## src/design/wake_map.svh

```systemverilog
`ifndef WAKE_MAP_SVH
`define WAKE_MAP_SVH

// ***************************************************************
// register offsets
// ***************************************************************
`define WK_TABLE_OFF     8'h00
`define WK_CTRL_OFF      8'h04

// ***************************************************************
// control and status fields
// ***************************************************************
`define WK_MAGIC_EN_BIT  1
`define WK_PAT_EN_BIT    2
`define WK_MAGIC_SEEN_BIT 4
`define WK_PAT_SEEN_BIT  5
`define WK_NOTIFY_BIT    8
`define WK_PTR_CLR_BIT   9
`define WK_PTR_LSB       16
`define WK_SLEEP_BIT     24
`define WK_DELIVER_BIT   25

// ***************************************************************
// filter table layout
// ***************************************************************
`define WK_CMD_WORD      3'h4
`define WK_OFF_WORD      3'h5
`define WK_CRC_WORD      3'h6
`define WK_CMD_WMASK     32'h0909_0909
`define WK_MASK_WMASK    32'h7FFF_FFFF
`define WK_CMD_ENABLE    0
`define WK_CMD_MCAST     3

// ***************************************************************
// reset values and detection constants
// ***************************************************************
`define WK_RESET_WORD    32'h0000_0000
`define WK_CRC_INIT      16'hFFFF
`define WK_CRC_POLY      16'h8005
`define WK_SYNC_BYTE     8'hFF
`define WK_SYNC_LEN      3'h6
`define WK_LAST_REP      4'hF
`define WK_LAST_ADDR_IDX 3'h5
`define WK_DA_BYTES      9'h006
`define WK_HDR_BYTES     9'h00C
`define WK_MASK_SPAN     9'h01F
`define WK_POS_MAX       9'h1FF

`endif

```

## src/design/wake_pkg.sv

```systemverilog
package wake_pkg;

    typedef enum logic [1:0] {
        M_HUNT,
        M_ADDR,
        M_DONE
    } magic_state_t;

    typedef struct packed {
        logic       valid;
        logic       sof;
        logic       eof;
        logic [7:0] data;
    } rx_byte_t;

    typedef struct packed {
        logic [7:0]  addr;
        logic [31:0] wdata;
        logic        wr;
        logic        rd;
    } reg_req_t;

    typedef struct packed {
        logic [7:0][31:0] filt_tab;
        logic [2:0]       tab_ptr;
        logic             magic_en;
        logic             pat_en;
        logic             notify_pwr;
        logic             magic_seen;
        logic             pat_seen;
        logic [31:0]      rdata;
        logic [8:0]       pos;
        logic [47:0]      dest;
        logic [3:0][15:0] crc;
        magic_state_t     mstate;
        logic [2:0]       ff_cnt;
        logic [3:0]       rep;
        logic [2:0]       bidx;
    } wake_state_t;

endpackage

```

## src/design/wake_frame_magic_detect.sv

```systemverilog
// Added by the designer: the strobed register port and the register addresses.
`timescale 1ns/1ps
`include "wake_map.svh"
// How it works
// RULE1 - set mask bit j folds frame byte offset+j into the filter CRC; bit 31 zero
// RULE2 - command address-type bit picks multicast frames, clear picks unicast frames
// RULE3 - a filter joins recognition only while its enable bit is set; bits 2:1 reserved
// RULE4 - eight-bit offset names first checked byte; zero is first destination byte
// RULE5 - software keeps every pattern offset at twelve or more
// RULE6 - CRC over masked bytes equal to stored pattern CRC means wake frame
// RULE7 - magic enable starts magic detection and suspends normal receive delivery
// RULE8 - detection drives either the host interrupt or the power event output
// RULE9 - magic detection sets the magic seen status bit
// RULE10 - clearing magic enable returns to normal reception
// RULE11 - magic check covers frames to own address or broadcast
// RULE12 - multicast frames also qualify when sixteen address copies are found
// RULE13 - after both address fields search for six consecutive all-ones bytes
// RULE14 - then sixteen back-to-back station address copies are required
// RULE15 - broken repetition restarts the sync search in the rest of frame
// RULE16 - sequence may start anywhere but sync must directly precede copies
// RULE17 - full power needs enable bits; light sleep enables both detectors
// RULE18 - pattern enable suspends receive, match sets pattern seen, clear restores
// RULE19 - four independent filters, each with mask, command, offset, CRC
// RULE20 - software loads the filter table by eight successive port writes
// RULE21 - broadcast wake frame wakes even when broadcast reception is rejected
// RULE22 - all enabled filters are checked; any single match is a wake frame
module wake_frame_magic_detect
    import wake_pkg::*;
(
    input  wire logic        mclk_in,
    input  wire logic        nrst_in,
    input  wire reg_req_t    reg_req_in,
    output logic [31:0]      reg_rdata_out,
    input  wire rx_byte_t    rx_in,
    input  wire logic [47:0] station_addr_in,
    input  wire logic        light_sleep_state_in,
    output logic             rx_deliver_en_out,
    output logic             irq_out,
    output logic             power_event_out
);

    // ***************************************************************
    // helper functions
    // ***************************************************************
    function automatic logic [15:0] crc16_byte(input logic [15:0] c, input logic [7:0] b);
        logic [15:0] r;
        logic        fb;
        r = c;
        for (int k = 7; k >= 0; k--) begin
            fb = r[15] ^ b[k];
            r  = {r[14:0], 1'b0};
            if (fb) begin
                r = r ^ `WK_CRC_POLY;
            end
        end
        return r;
    endfunction

    function automatic logic [7:0] addr_byte(input logic [47:0] a, input logic [2:0] idx);
        logic [47:0] t;
        t = a >> {idx, 3'b000};
        return t[7:0];
    endfunction

    function automatic logic [3:0] filt_cmd(input logic [7:0][31:0] tab, input int i);
        return tab[`WK_CMD_WORD][8*i +: 4];
    endfunction

    function automatic logic [7:0] filt_off(input logic [7:0][31:0] tab, input int i);
        return tab[`WK_OFF_WORD][8*i +: 8];
    endfunction

    function automatic logic [15:0] filt_crc(input logic [7:0][31:0] tab, input int i);
        return tab[`WK_CRC_WORD + 3'(i / 2)][16*(i % 2) +: 16];
    endfunction

    function automatic logic [2:0] ptr_next(input logic [2:0] ptr);
        return ptr + 3'h1;
    endfunction

    function automatic logic mask_hit(input logic [31:0] mask, input logic [8:0] pos,
                                      input logic [7:0] off);
        logic [8:0] r;
        r = pos - {1'b0, off};
        return (pos >= {1'b0, off}) && (r < `WK_MASK_SPAN) && mask[r[4:0]];
    endfunction

    function automatic logic type_match(input logic [3:0] c, input logic mc, input logic own);
        return c[`WK_CMD_MCAST] ? mc : (own && !mc);
    endfunction

    // ***************************************************************
    // reset release
    // ***************************************************************
    logic [1:0]  rst_pipe_ff;
    logic        rst_n;

    always_ff @(posedge mclk_in or negedge nrst_in) begin
        if (!nrst_in) begin
            rst_pipe_ff <= 2'h0;
        end else begin
            rst_pipe_ff <= {rst_pipe_ff[0], 1'b1};
        end
    end

    assign rst_n = rst_pipe_ff[1];

    // ***************************************************************
    // state
    // ***************************************************************
    wake_state_t      s_ff;
    wake_state_t      nxt_s;
    logic             magic_act;
    logic             pat_act;
    logic [31:0]      rd_word;
    logic [31:0]      wmask;
    logic             clr_magic;
    logic             clr_pat;
    logic             set_magic;
    logic             set_pat;

    // ***************************************************************
    // frame decode
    // ***************************************************************
    logic [8:0]       p;
    logic [7:0]       b;
    logic [47:0]      dest_v;
    logic [3:0][15:0] crc_v;
    logic [3:0]       cmd;
    logic             is_broadcast_reject;
    logic             is_mcast;
    logic             is_own;
    logic             type_ok;

    // ***************************************************************
    // detector activity
    // ***************************************************************
    // light sleep forces both detectors on
    assign magic_act = s_ff.magic_en | light_sleep_state_in; // RULE17
    assign pat_act   = s_ff.pat_en | light_sleep_state_in; // RULE17

    // ***************************************************************
    // next state
    // ***************************************************************
    always_comb begin
        nxt_s     = s_ff;
        rd_word   = 32'h0000_0000;
        wmask     = 32'hFFFF_FFFF;
        clr_magic = 1'b0;
        clr_pat   = 1'b0;
        set_magic = 1'b0;
        set_pat   = 1'b0;
        p         = 9'h000;
        b         = rx_in.data;
        dest_v    = s_ff.dest;
        crc_v     = s_ff.crc;
        cmd       = 4'h0;
        is_broadcast_reject  = 1'b0;
        is_mcast  = 1'b0;
        is_own    = 1'b0;
        type_ok   = 1'b0;

        // ***********************************************************
        // register port
        // ***********************************************************
        if (s_ff.tab_ptr < `WK_CMD_WORD) begin
            wmask = `WK_MASK_WMASK; // RULE1
        end else if (s_ff.tab_ptr == `WK_CMD_WORD) begin
            wmask = `WK_CMD_WMASK; // RULE3
        end

        if (reg_req_in.wr) begin
            unique case (reg_req_in.addr)
                `WK_TABLE_OFF: begin
                    nxt_s.filt_tab[s_ff.tab_ptr] = reg_req_in.wdata & wmask; // RULE19
                    nxt_s.tab_ptr = ptr_next(s_ff.tab_ptr); // RULE20
                end
                `WK_CTRL_OFF: begin
                    nxt_s.magic_en   = reg_req_in.wdata[`WK_MAGIC_EN_BIT]; // RULE7 RULE10
                    nxt_s.pat_en     = reg_req_in.wdata[`WK_PAT_EN_BIT]; // RULE18
                    nxt_s.notify_pwr = reg_req_in.wdata[`WK_NOTIFY_BIT]; // RULE8
                    clr_magic        = reg_req_in.wdata[`WK_MAGIC_SEEN_BIT];
                    clr_pat          = reg_req_in.wdata[`WK_PAT_SEEN_BIT];
                    if (reg_req_in.wdata[`WK_PTR_CLR_BIT]) begin
                        nxt_s.tab_ptr = 3'h0;
                    end
                end
                default: begin
                end
            endcase
        end

        unique case (reg_req_in.addr)
            `WK_TABLE_OFF: begin
                rd_word = s_ff.filt_tab[s_ff.tab_ptr];
            end
            `WK_CTRL_OFF: begin
                rd_word[`WK_MAGIC_EN_BIT]   = s_ff.magic_en;
                rd_word[`WK_PAT_EN_BIT]     = s_ff.pat_en;
                rd_word[`WK_MAGIC_SEEN_BIT] = s_ff.magic_seen;
                rd_word[`WK_PAT_SEEN_BIT]   = s_ff.pat_seen;
                rd_word[`WK_NOTIFY_BIT]     = s_ff.notify_pwr;
                rd_word[`WK_PTR_LSB +: 3]   = s_ff.tab_ptr;
                rd_word[`WK_SLEEP_BIT]      = light_sleep_state_in;
                rd_word[`WK_DELIVER_BIT]    = ~(magic_act | pat_act);
            end
            default: begin
                rd_word = 32'h0000_0000;
            end
        endcase

        nxt_s.rdata = reg_req_in.rd ? rd_word : 32'h0000_0000;
        if (reg_req_in.rd && reg_req_in.addr == `WK_TABLE_OFF) begin
            nxt_s.tab_ptr = ptr_next(s_ff.tab_ptr); // RULE20
        end

        // ***********************************************************
        // frame byte processing
        // ***********************************************************
        if (rx_in.valid) begin
            p = rx_in.sof ? 9'h000 : s_ff.pos;
            nxt_s.pos = (p == `WK_POS_MAX) ? p : p + 9'h001;

            if (rx_in.sof) begin
                crc_v        = {4{`WK_CRC_INIT}};
                nxt_s.mstate = M_HUNT;
                nxt_s.ff_cnt = 3'h0;
                nxt_s.rep    = 4'h0;
                nxt_s.bidx   = 3'h0;
            end

            if (p < `WK_DA_BYTES) begin
                dest_v[{p[2:0], 3'b000} +: 8] = b; // RULE4
            end
            nxt_s.dest = dest_v;

            // ***********************************************************
            // masked crc per filter
            // ***********************************************************
            for (int i = 0; i < 4; i++) begin
                if (mask_hit(s_ff.filt_tab[i], p, filt_off(s_ff.filt_tab, i))) begin // RULE4
                    crc_v[i] = crc16_byte(crc_v[i], b); // RULE1
                end
            end
            nxt_s.crc = crc_v;

            // ***********************************************************
            // magic sequence search past both address fields
            // ***********************************************************
            if (p >= `WK_HDR_BYTES) begin // RULE13
                unique case (nxt_s.mstate)
                    M_HUNT: begin
                        if (nxt_s.ff_cnt == `WK_SYNC_LEN &&
                            b == addr_byte(station_addr_in, 3'h0)) begin
                            nxt_s.mstate = M_ADDR; // RULE16
                            nxt_s.bidx   = 3'h1;
                            nxt_s.rep    = 4'h0;
                        end else if (b == `WK_SYNC_BYTE) begin
                            if (nxt_s.ff_cnt != `WK_SYNC_LEN) begin
                                nxt_s.ff_cnt = nxt_s.ff_cnt + 3'h1; // RULE13
                            end
                        end else begin
                            nxt_s.ff_cnt = 3'h0;
                        end
                    end
                    M_ADDR: begin
                        if (b == addr_byte(station_addr_in, nxt_s.bidx)) begin // RULE14
                            if (nxt_s.bidx == `WK_LAST_ADDR_IDX) begin
                                nxt_s.bidx = 3'h0;
                                if (nxt_s.rep == `WK_LAST_REP) begin
                                    nxt_s.mstate = M_DONE; // RULE14
                                end else begin
                                    nxt_s.rep = nxt_s.rep + 4'h1;
                                end
                            end else begin
                                nxt_s.bidx = nxt_s.bidx + 3'h1;
                            end
                        end else begin
                            nxt_s.mstate = M_HUNT; // RULE15
                            nxt_s.ff_cnt = (b == `WK_SYNC_BYTE) ? 3'h1 : 3'h0; // RULE15
                        end
                    end
                    M_DONE: begin
                    end
                    default: begin
                        nxt_s.mstate = M_HUNT;
                        nxt_s.ff_cnt = 3'h0;
                    end
                endcase
            end

            // ***********************************************************
            // end of frame decisions
            // ***********************************************************
            if (rx_in.eof) begin
                is_broadcast_reject = &dest_v;
                is_mcast = dest_v[0];
                is_own   = (dest_v == station_addr_in);

                if (magic_act && nxt_s.mstate == M_DONE &&
                    (is_own || is_broadcast_reject || is_mcast)) begin // RULE11 RULE12
                    set_magic = 1'b1; // RULE9
                end

                for (int i = 0; i < 4; i++) begin
                    cmd = filt_cmd(s_ff.filt_tab, i);
                    // broadcast counts as multicast; reject setting not consulted
                    type_ok = type_match(cmd, is_mcast, is_own); // RULE2 RULE21
                    if (pat_act && cmd[`WK_CMD_ENABLE] && type_ok && // RULE3
                        crc_v[i] == filt_crc(s_ff.filt_tab, i)) begin // RULE6
                        set_pat = 1'b1; // RULE22
                    end
                end
            end
        end

        // ***********************************************************
        // status flags
        // ***********************************************************
        // set wins over a same-cycle clear
        nxt_s.magic_seen = (s_ff.magic_seen & ~clr_magic) | set_magic; // RULE9
        nxt_s.pat_seen   = (s_ff.pat_seen & ~clr_pat) | set_pat; // RULE18
    end

    always_ff @(posedge mclk_in or negedge rst_n) begin
        if (!rst_n) begin
            s_ff <= '0;
        end else begin
            s_ff <= nxt_s;
        end
    end

    // ***************************************************************
    // outputs
    // ***************************************************************
    assign reg_rdata_out     = s_ff.rdata;
    assign rx_deliver_en_out = ~(magic_act | pat_act); // RULE7 RULE10 RULE18
    assign irq_out           = ~s_ff.notify_pwr & (s_ff.magic_seen | s_ff.pat_seen); // RULE8
    assign power_event_out   = s_ff.notify_pwr & (s_ff.magic_seen | s_ff.pat_seen); // RULE8

endmodule

```

## config.mk

```make
export PLATFORM = sky130hd
export DESIGN_NAME = wake_frame_magic_detect
export DESIGN_NICKNAME = d
export VERILOG_FILES = /design/src/design/wake_pkg.sv /design/src/design/wake_frame_magic_detect.sv
export VERILOG_INCLUDE_DIRS = /design/src /design/src/design
export SDC_FILE = /design/constraint.sdc
export NUM_CORES = 1
export LEC_CHECK = 0
export BUFFER_PORTS_ARGS = -buffer_cell sky130_fd_sc_hd__buf_2
export CELL_PAD_IN_SITES_DETAIL_PLACEMENT = 0
export CELL_PAD_IN_SITES_GLOBAL_PLACEMENT = 1
export CORE_ASPECT_RATIO = 2
export CORE_MARGIN = 8
export CORE_UTILIZATION = 54
export CTS_BUF_LIST = sky130_fd_sc_hd__clkbuf_4 sky130_fd_sc_hd__clkbuf_8
export CTS_CLUSTER_DIAMETER = 80
export DETAILED_ROUTE_END_ITERATION = 16
export HOLD_SLACK_MARGIN = 0.08
export PLACE_DENSITY = 0.95
export SLEW_MARGIN = 10
export SYNTH_ARGS = -nofsm -noshare
export SYNTH_HDL_FRONTEND = slang
export SYNTH_SLANG_ARGS = --single-unit
```

## constraint.sdc

```tcl
create_clock -name mclk_in -period 34.2 [get_ports mclk_in]
set_input_delay 3.42 -clock mclk_in [delete_from_list [all_inputs] [get_ports mclk_in]]
set_output_delay 3.42 -clock mclk_in [all_outputs]
set_load 0.02 [all_outputs]
```

---- Yosys cells after proc, flatten, opt, wreduce, memory -nomap -nowiden ----
Index checks and enable logic that the tools add are counted.
storage, ports and cells
  logic and storage cells ................. 363
  bits in registers ....................... 431
  output and inout bits ................... 35
operators by class
  add/sub/neg operators ................... 10
  shift-type cells ........................ 3
  reductions and logical operators ........ 37
  order comparisons ....................... 17
  bitwise gates (word level) .............. 79
  multiplexer cells ....................... 172
  eq/ne operators ......................... 19
operators by type and width
  kind                    count
  $mux 16                 96
  $bwmux 256              1
  $mux 32                 5
  $mux 64                 2
  $bmux 32 s3             1
  $demux 32 s3            1
  $mux 48                 2
  $not 3->3               32
  $eq 16x16->1            4
  $bwmux 48               1
  $eq 48x48->1            1
  $mux 12                 4
  $reduce_and 48->1       1
  $shift 8x8->48 const A  1
  $shiftx 8x8->48         1
  $shr 48x6->8            1
  $ge 9x8->1              4
  $lt 9x5->1 const B      4
  $sub 9x8->9             4
  $and 32x32->32          1
  $xor 1x1->1             32
  $logic_and 1x1->1       26
  $lt 5x6->1 const B      4
  $mux 1                  24
  other kinds (42)        84

---- Logic depth before layout (Yosys ltp) ----
  word-level depth ........................ 44
  mapped depth ............................ 25
  depth with buffers taken out ............ 17

---- Least setup slack after synthesis ----
Ideal clock, no wire load.
  kind .................................... input -> register
  start point ............................. input rx_in[9] (netlist bit)
  end point ............................... register s_ff[165] (netlist bit)
  data arrival time ....................... 9.254 ns
  library setup time ...................... 0.073 ns
  slack ................................... 24.873 ns
  path buffers ............................ 11
  cell stages on the path ................. 25
  path through ............................ clkbuf_1 > clkbuf_1 > buf_2 > buf_1 > buf_1 > buf_1 > clkbuf_1 > clkbuf_1 > buf_1 > nor2b_1 > ha_1 > or2_1 > and3_1 > or4_1 > a311oi_1 > and4_1 > buf_2 > buf_2 > mux2i_1 > xnor2_1 > o211ai_1 > a2111oi_0 > a22oi_1 > o41a_1 > a21oi_2
RTL lines
  element                 RTL line                        RTL
  start: declaration      wake_frame_magic_detect.sv:34   input wire rx_byte_t rx_in,
  end signal: assignment  wake_frame_magic_detect.sv:329  s_ff <= nxt_s;
  end: declaration        wake_frame_magic_detect.sv:111  wake_state_t s_ff;

==> impl_summary.md <==
Status
The run finished with clean final reports.

GRT
In this run the most used layer during global routing was met2. The all-layer global routing usage is 0.3945. For met1 alone, demand over resource in global routing was 0.3875. The overall overflow remaining after global route is 0. The wire length of the first global-routing pass is 172300 um. Entering global routing, the biggest net connects between 150 and 200 pins.

The number of global-route vias before repair is roughly 26000. The met2 demand-to-capacity share in global routing is 0.6791. The initial antenna violation count is 9. The met3 demand-to-capacity share in global routing is 0.08627.

Worst setup path
Walking the worst path, the cells encountered are buf_4 > inv_2 > buf_4 > nand2_1 > inv_1 > fa_1 > o21ai_0 > mux2i_1 > mux4_2 > nor2_2 > buf_4 > mux2i_1 > xor2_1 > nor4_1 > a41oi_1 > a21oi_2. The startpoint-to-endpoint class of the critical path is in2reg. The highest fanout seen on the critical path is 60. STA classifies the critical path startpoint as a primary input. The critical path launch point is rx_in[9]. The category of the worst setup path capture point is a register. On the critical path, the stage with the largest delay is an instance of fa_1. The critical path crosses 16 cells after its start point. For this run, the slowest stage of the critical path takes about 0.91 ns. The endpoint identified for the worst register-to-register timing path is s_ff[165]. The most frequent cell on the critical path is buf_4.

Grouping stages by cell kind, the critical path spends the most delay in compound AO/OA/AOI/OAI gates. The arrival time at the worst endpoint is 10.56 ns. The count of buffering cells on the critical path with inverters included is 5. The reg2reg setup slack is 27.18 ns.

The endpoint required time on the critical path is 34.77 ns. The depth of the most critical reg-to-reg path is 14. The startpoint identified for the worst register-to-register timing path is s_ff[124]. The critical path ends at s_ff[165].

Finish
The final layout net count is 3239. The proportion of layout cells with a drive suffix above 1 is 0.1551. The library cell used most frequently in the layout, excluding fill and tap cells, is dfrtp_1. In the layout the commonest cells are dfrtp_1, nand2_1, o21ai_0, nor2_1, buf_2. Relative to the synthesized area, the layout overhead comes to 8.369%.

Route
For this block, the initial DRC count from the detailed router was ~2900. The average wire per cell in the routed design is around 31 um. The final antenna-violating net count is 0.

Summing over every cut layer, the via total after detailed routing is ~27000. The number of detailed-route iterations in the first pass is 7. Using the TritonRoute via totals, the vias-per-cell ratio works out to 6.985. After detailed routing, the number of remaining DRC violations is 0. The aggregate routed wire length is around 120000 um.

STA
The count of final hold-check violations was 0. Setup violations remaining at the end of the flow were counted as 0. The number of max-slew violations in the final report came to 0. Setup repair after global routing left no endpoint under its margin. The time the worst path needs with I/O delays and setup is 9.982 ns. The actual transition at the worst max-transition pin is 1.317 ns. The worst slack on hold paths is about 0.34 ns. The clock tree skew after final layout is around 0.033 ns. Dividing the final minimum period by the clock period gives 0.2919.

The post-route setup TNS is 0 ns. Measured against its own limit, the worst slew margin works out to 0.1106. Timing would allow up to between 0.1 and 0.15 GHz.

Clocking
Post-CTS repair changed the size of 0 cells. Buffers added to address setup during post-CTS repair amount to 0. The longest clock path from root to sink contains 3 buffers. TritonCTS created 66 clock buffers. The clock-pin transition on the worst setup and hold timing paths is ~0.070 ns. TritonCTS built the clock tree. CTS saw 431 sinks. At the later pin of the worst-skew pair, clock insertion delay measures ~0.67 ns. The count of hold-fix buffers inserted at cts is 0. The cell sitting at the root of the clock tree is a clkbuf_8. The number of H-tree levels is 3.

Power and ir drop
For this design the static power due to leakage is between 10 and 15 nW. IR analysis of the VDD net gives a maximum drop of roughly 0.033 mV. The power per cell area is approximately 52 nW/um^2.

Floorplanning
The die area is 59250 um^2. The total I/O pin count is between 100 and 150. The core area is about 51000 um^2. The floorplan step set the die width to 176.2 um. The starting utilization of the core area is 0.5454. In this run the core area contains between 100 and 150 standard-cell rows.

The die height is about 340 um.

Synthesis
The net count after synthesis is between 3000 and 4000. The flip-flop cell with the highest count after synthesis is dfrtp_1. In the synthesized netlist, the number of instances is around 3100. For this run, the register share of the synthesized area comes to 0.3893.

The number of unique standard cell types used by synthesis is a little over 100. Averaged over all synthesized cells, the footprint is between 8 and 9 um^2. Of all flip-flops after synthesis, the portion carrying an async set or reset was 1.000. For this run, the number of Yosys warnings is 0. The number of register bits inferred by synthesis is around 430. The number of synthesized flops with an enable pin is 0. The cell area that synthesis handed to floorplanning was roughly 28000 um^2.

Place
Port buffering added 138 buffers. Routability-driven placement finished with a final weighted congestion of ~1.1. Once detailed placement completed, the half-perimeter wirelength came to between 80000 and 90000 um.

Run
Max-cap violations in this run came to 0.

Worst hold path
The class of the tightest hold or removal check is reg2reg.
Yosys cell counts (18+ instances only):
library cell	n	share of area
a22oi_1	97	0.026
inv_1	118	0.016
nor2b_1	26	0.0059
buf_1	29	0.0039
ha_1	40	0.018
nor4_1	19	0.0043
nand4_1	38	0.0086
nand3_1	71	0.013
nor3_1	36	0.0065
o21ai_0	326	0.059
o22ai_1	71	0.016
a211oi_1	27	0.0073
a221oi_1	39	0.012
nor2_1	176	0.024
nand2b_1	23	0.0052
and3_1	23	0.0052
xor2_1	66	0.021
mux2i_1	62	0.022
clkbuf_1	177	0.024
a21o_1	20	0.0054
mux2_2	93	0.038
xnor2_1	98	0.031
dfrtp_1	431	0.39
nor3b_1	20	0.0054
mux4_2	32	0.026
o211ai_1	18	0.0049
nand2_1	370	0.050
a31oi_1	45	0.010
a22o_1	40	0.013
buf_4	34	0.0092
a21oi_1	125	0.023
final cells by class:
class	count	area (um^2)
inverter	124	465.4
clock inverter	17	186.4
fill	4507	20780
timing repair buffer	192	1124
sequential	431	10790
antenna	4	10.01
clock buffer	100	1251
tap	654	818.3
multi-input combinational	2276	15380
per-stage QoR:
| stage | util | std cells | worst slack, ns | power, W | instance area, um^2 |
|---|---|---|---|---|---|
| after floorplan | - | 3087 | 21.30 | 0.0009296 | 27700 |
| after global placement | 0.5624 | 3676 | 24.18 | 0.001073 | 28570 |
| after detailed placement | 0.5624 | 3676 | 24.19 | 0.001080 | 28570 |
| after CTS | 0.5907 | 3793 | 24.84 | 0.001552 | 30010 |
| after global routing | 0.5909 | 3795 | 24.12 | 0.001624 | 30010 |
| final | 0.5910 | 3798 | 24.22 | 0.001565 | 30020 |
metal layers:
layer / up-vias / share of wire / wire length (um)
met3: 605 / 0.081 / 9560
met4: 4 / 0.11 / 13470
met2: 1706 / 0.49 / 58160
li1: 11330 / - / -
met1: 12880 / 0.31 / 36620
met5: - / 0.00024 / 28
power by group:
| group | switching [W] | total [W] | internal [W] |
|---|---|---|---|
| Clock | 0.000217 | 0.000476 | 0.000258 |
| Sequential | 0.0000812 | 0.000634 | 0.000553 |
| Combinational | 0.000273 | 0.000455 | 0.000181 |
| Total | 0.000572 | 0.00156 | 0.000993 |
sequential cells by signal, indices dropped and copies added, names as in the netlist:
register,flops
s_ff,397
reg_rdata_out,32
rst_pipe_ff,2
how the worst min path moves through the flow:
stage          depth (start not counted)            from  slack [ns]        endpoint
2_1_floorplan                          0  rst_pipe_ff[0]        0.33  rst_pipe_ff[1]
3_3_place_gp                           0  rst_pipe_ff[0]        0.35  rst_pipe_ff[1]
3_5_place_dp                           0  rst_pipe_ff[0]        0.34  rst_pipe_ff[1]
4_1_cts                                0  rst_pipe_ff[0]        0.35  rst_pipe_ff[1]
5_1_grt                                0  rst_pipe_ff[0]        0.36  rst_pipe_ff[1]
6_report                               0  rst_pipe_ff[0]        0.34  rst_pipe_ff[1]
logic make-up (layout without fill, tap and decap cells):
group / count (synthesis) / in the layout / synth area share
AO/OA/AOI/OAI: 975 / 975 / 0.2298
XOR/XNOR: 176 / 176 / 0.06129
adder cells (fa/ha/maj): 44 / 44 / 0.02096
buffers and inverters: 380 / 433 / 0.05727
flip-flops: 431 / 431 / 0.3893
multiplexers: 189 / 189 / 0.08703
other: 1 / 5 / 0.0001354
AND/OR/NAND/NOR: 891 / 891 / 0.1542
No activity file was read; power rests on OpenSTA's default activity.
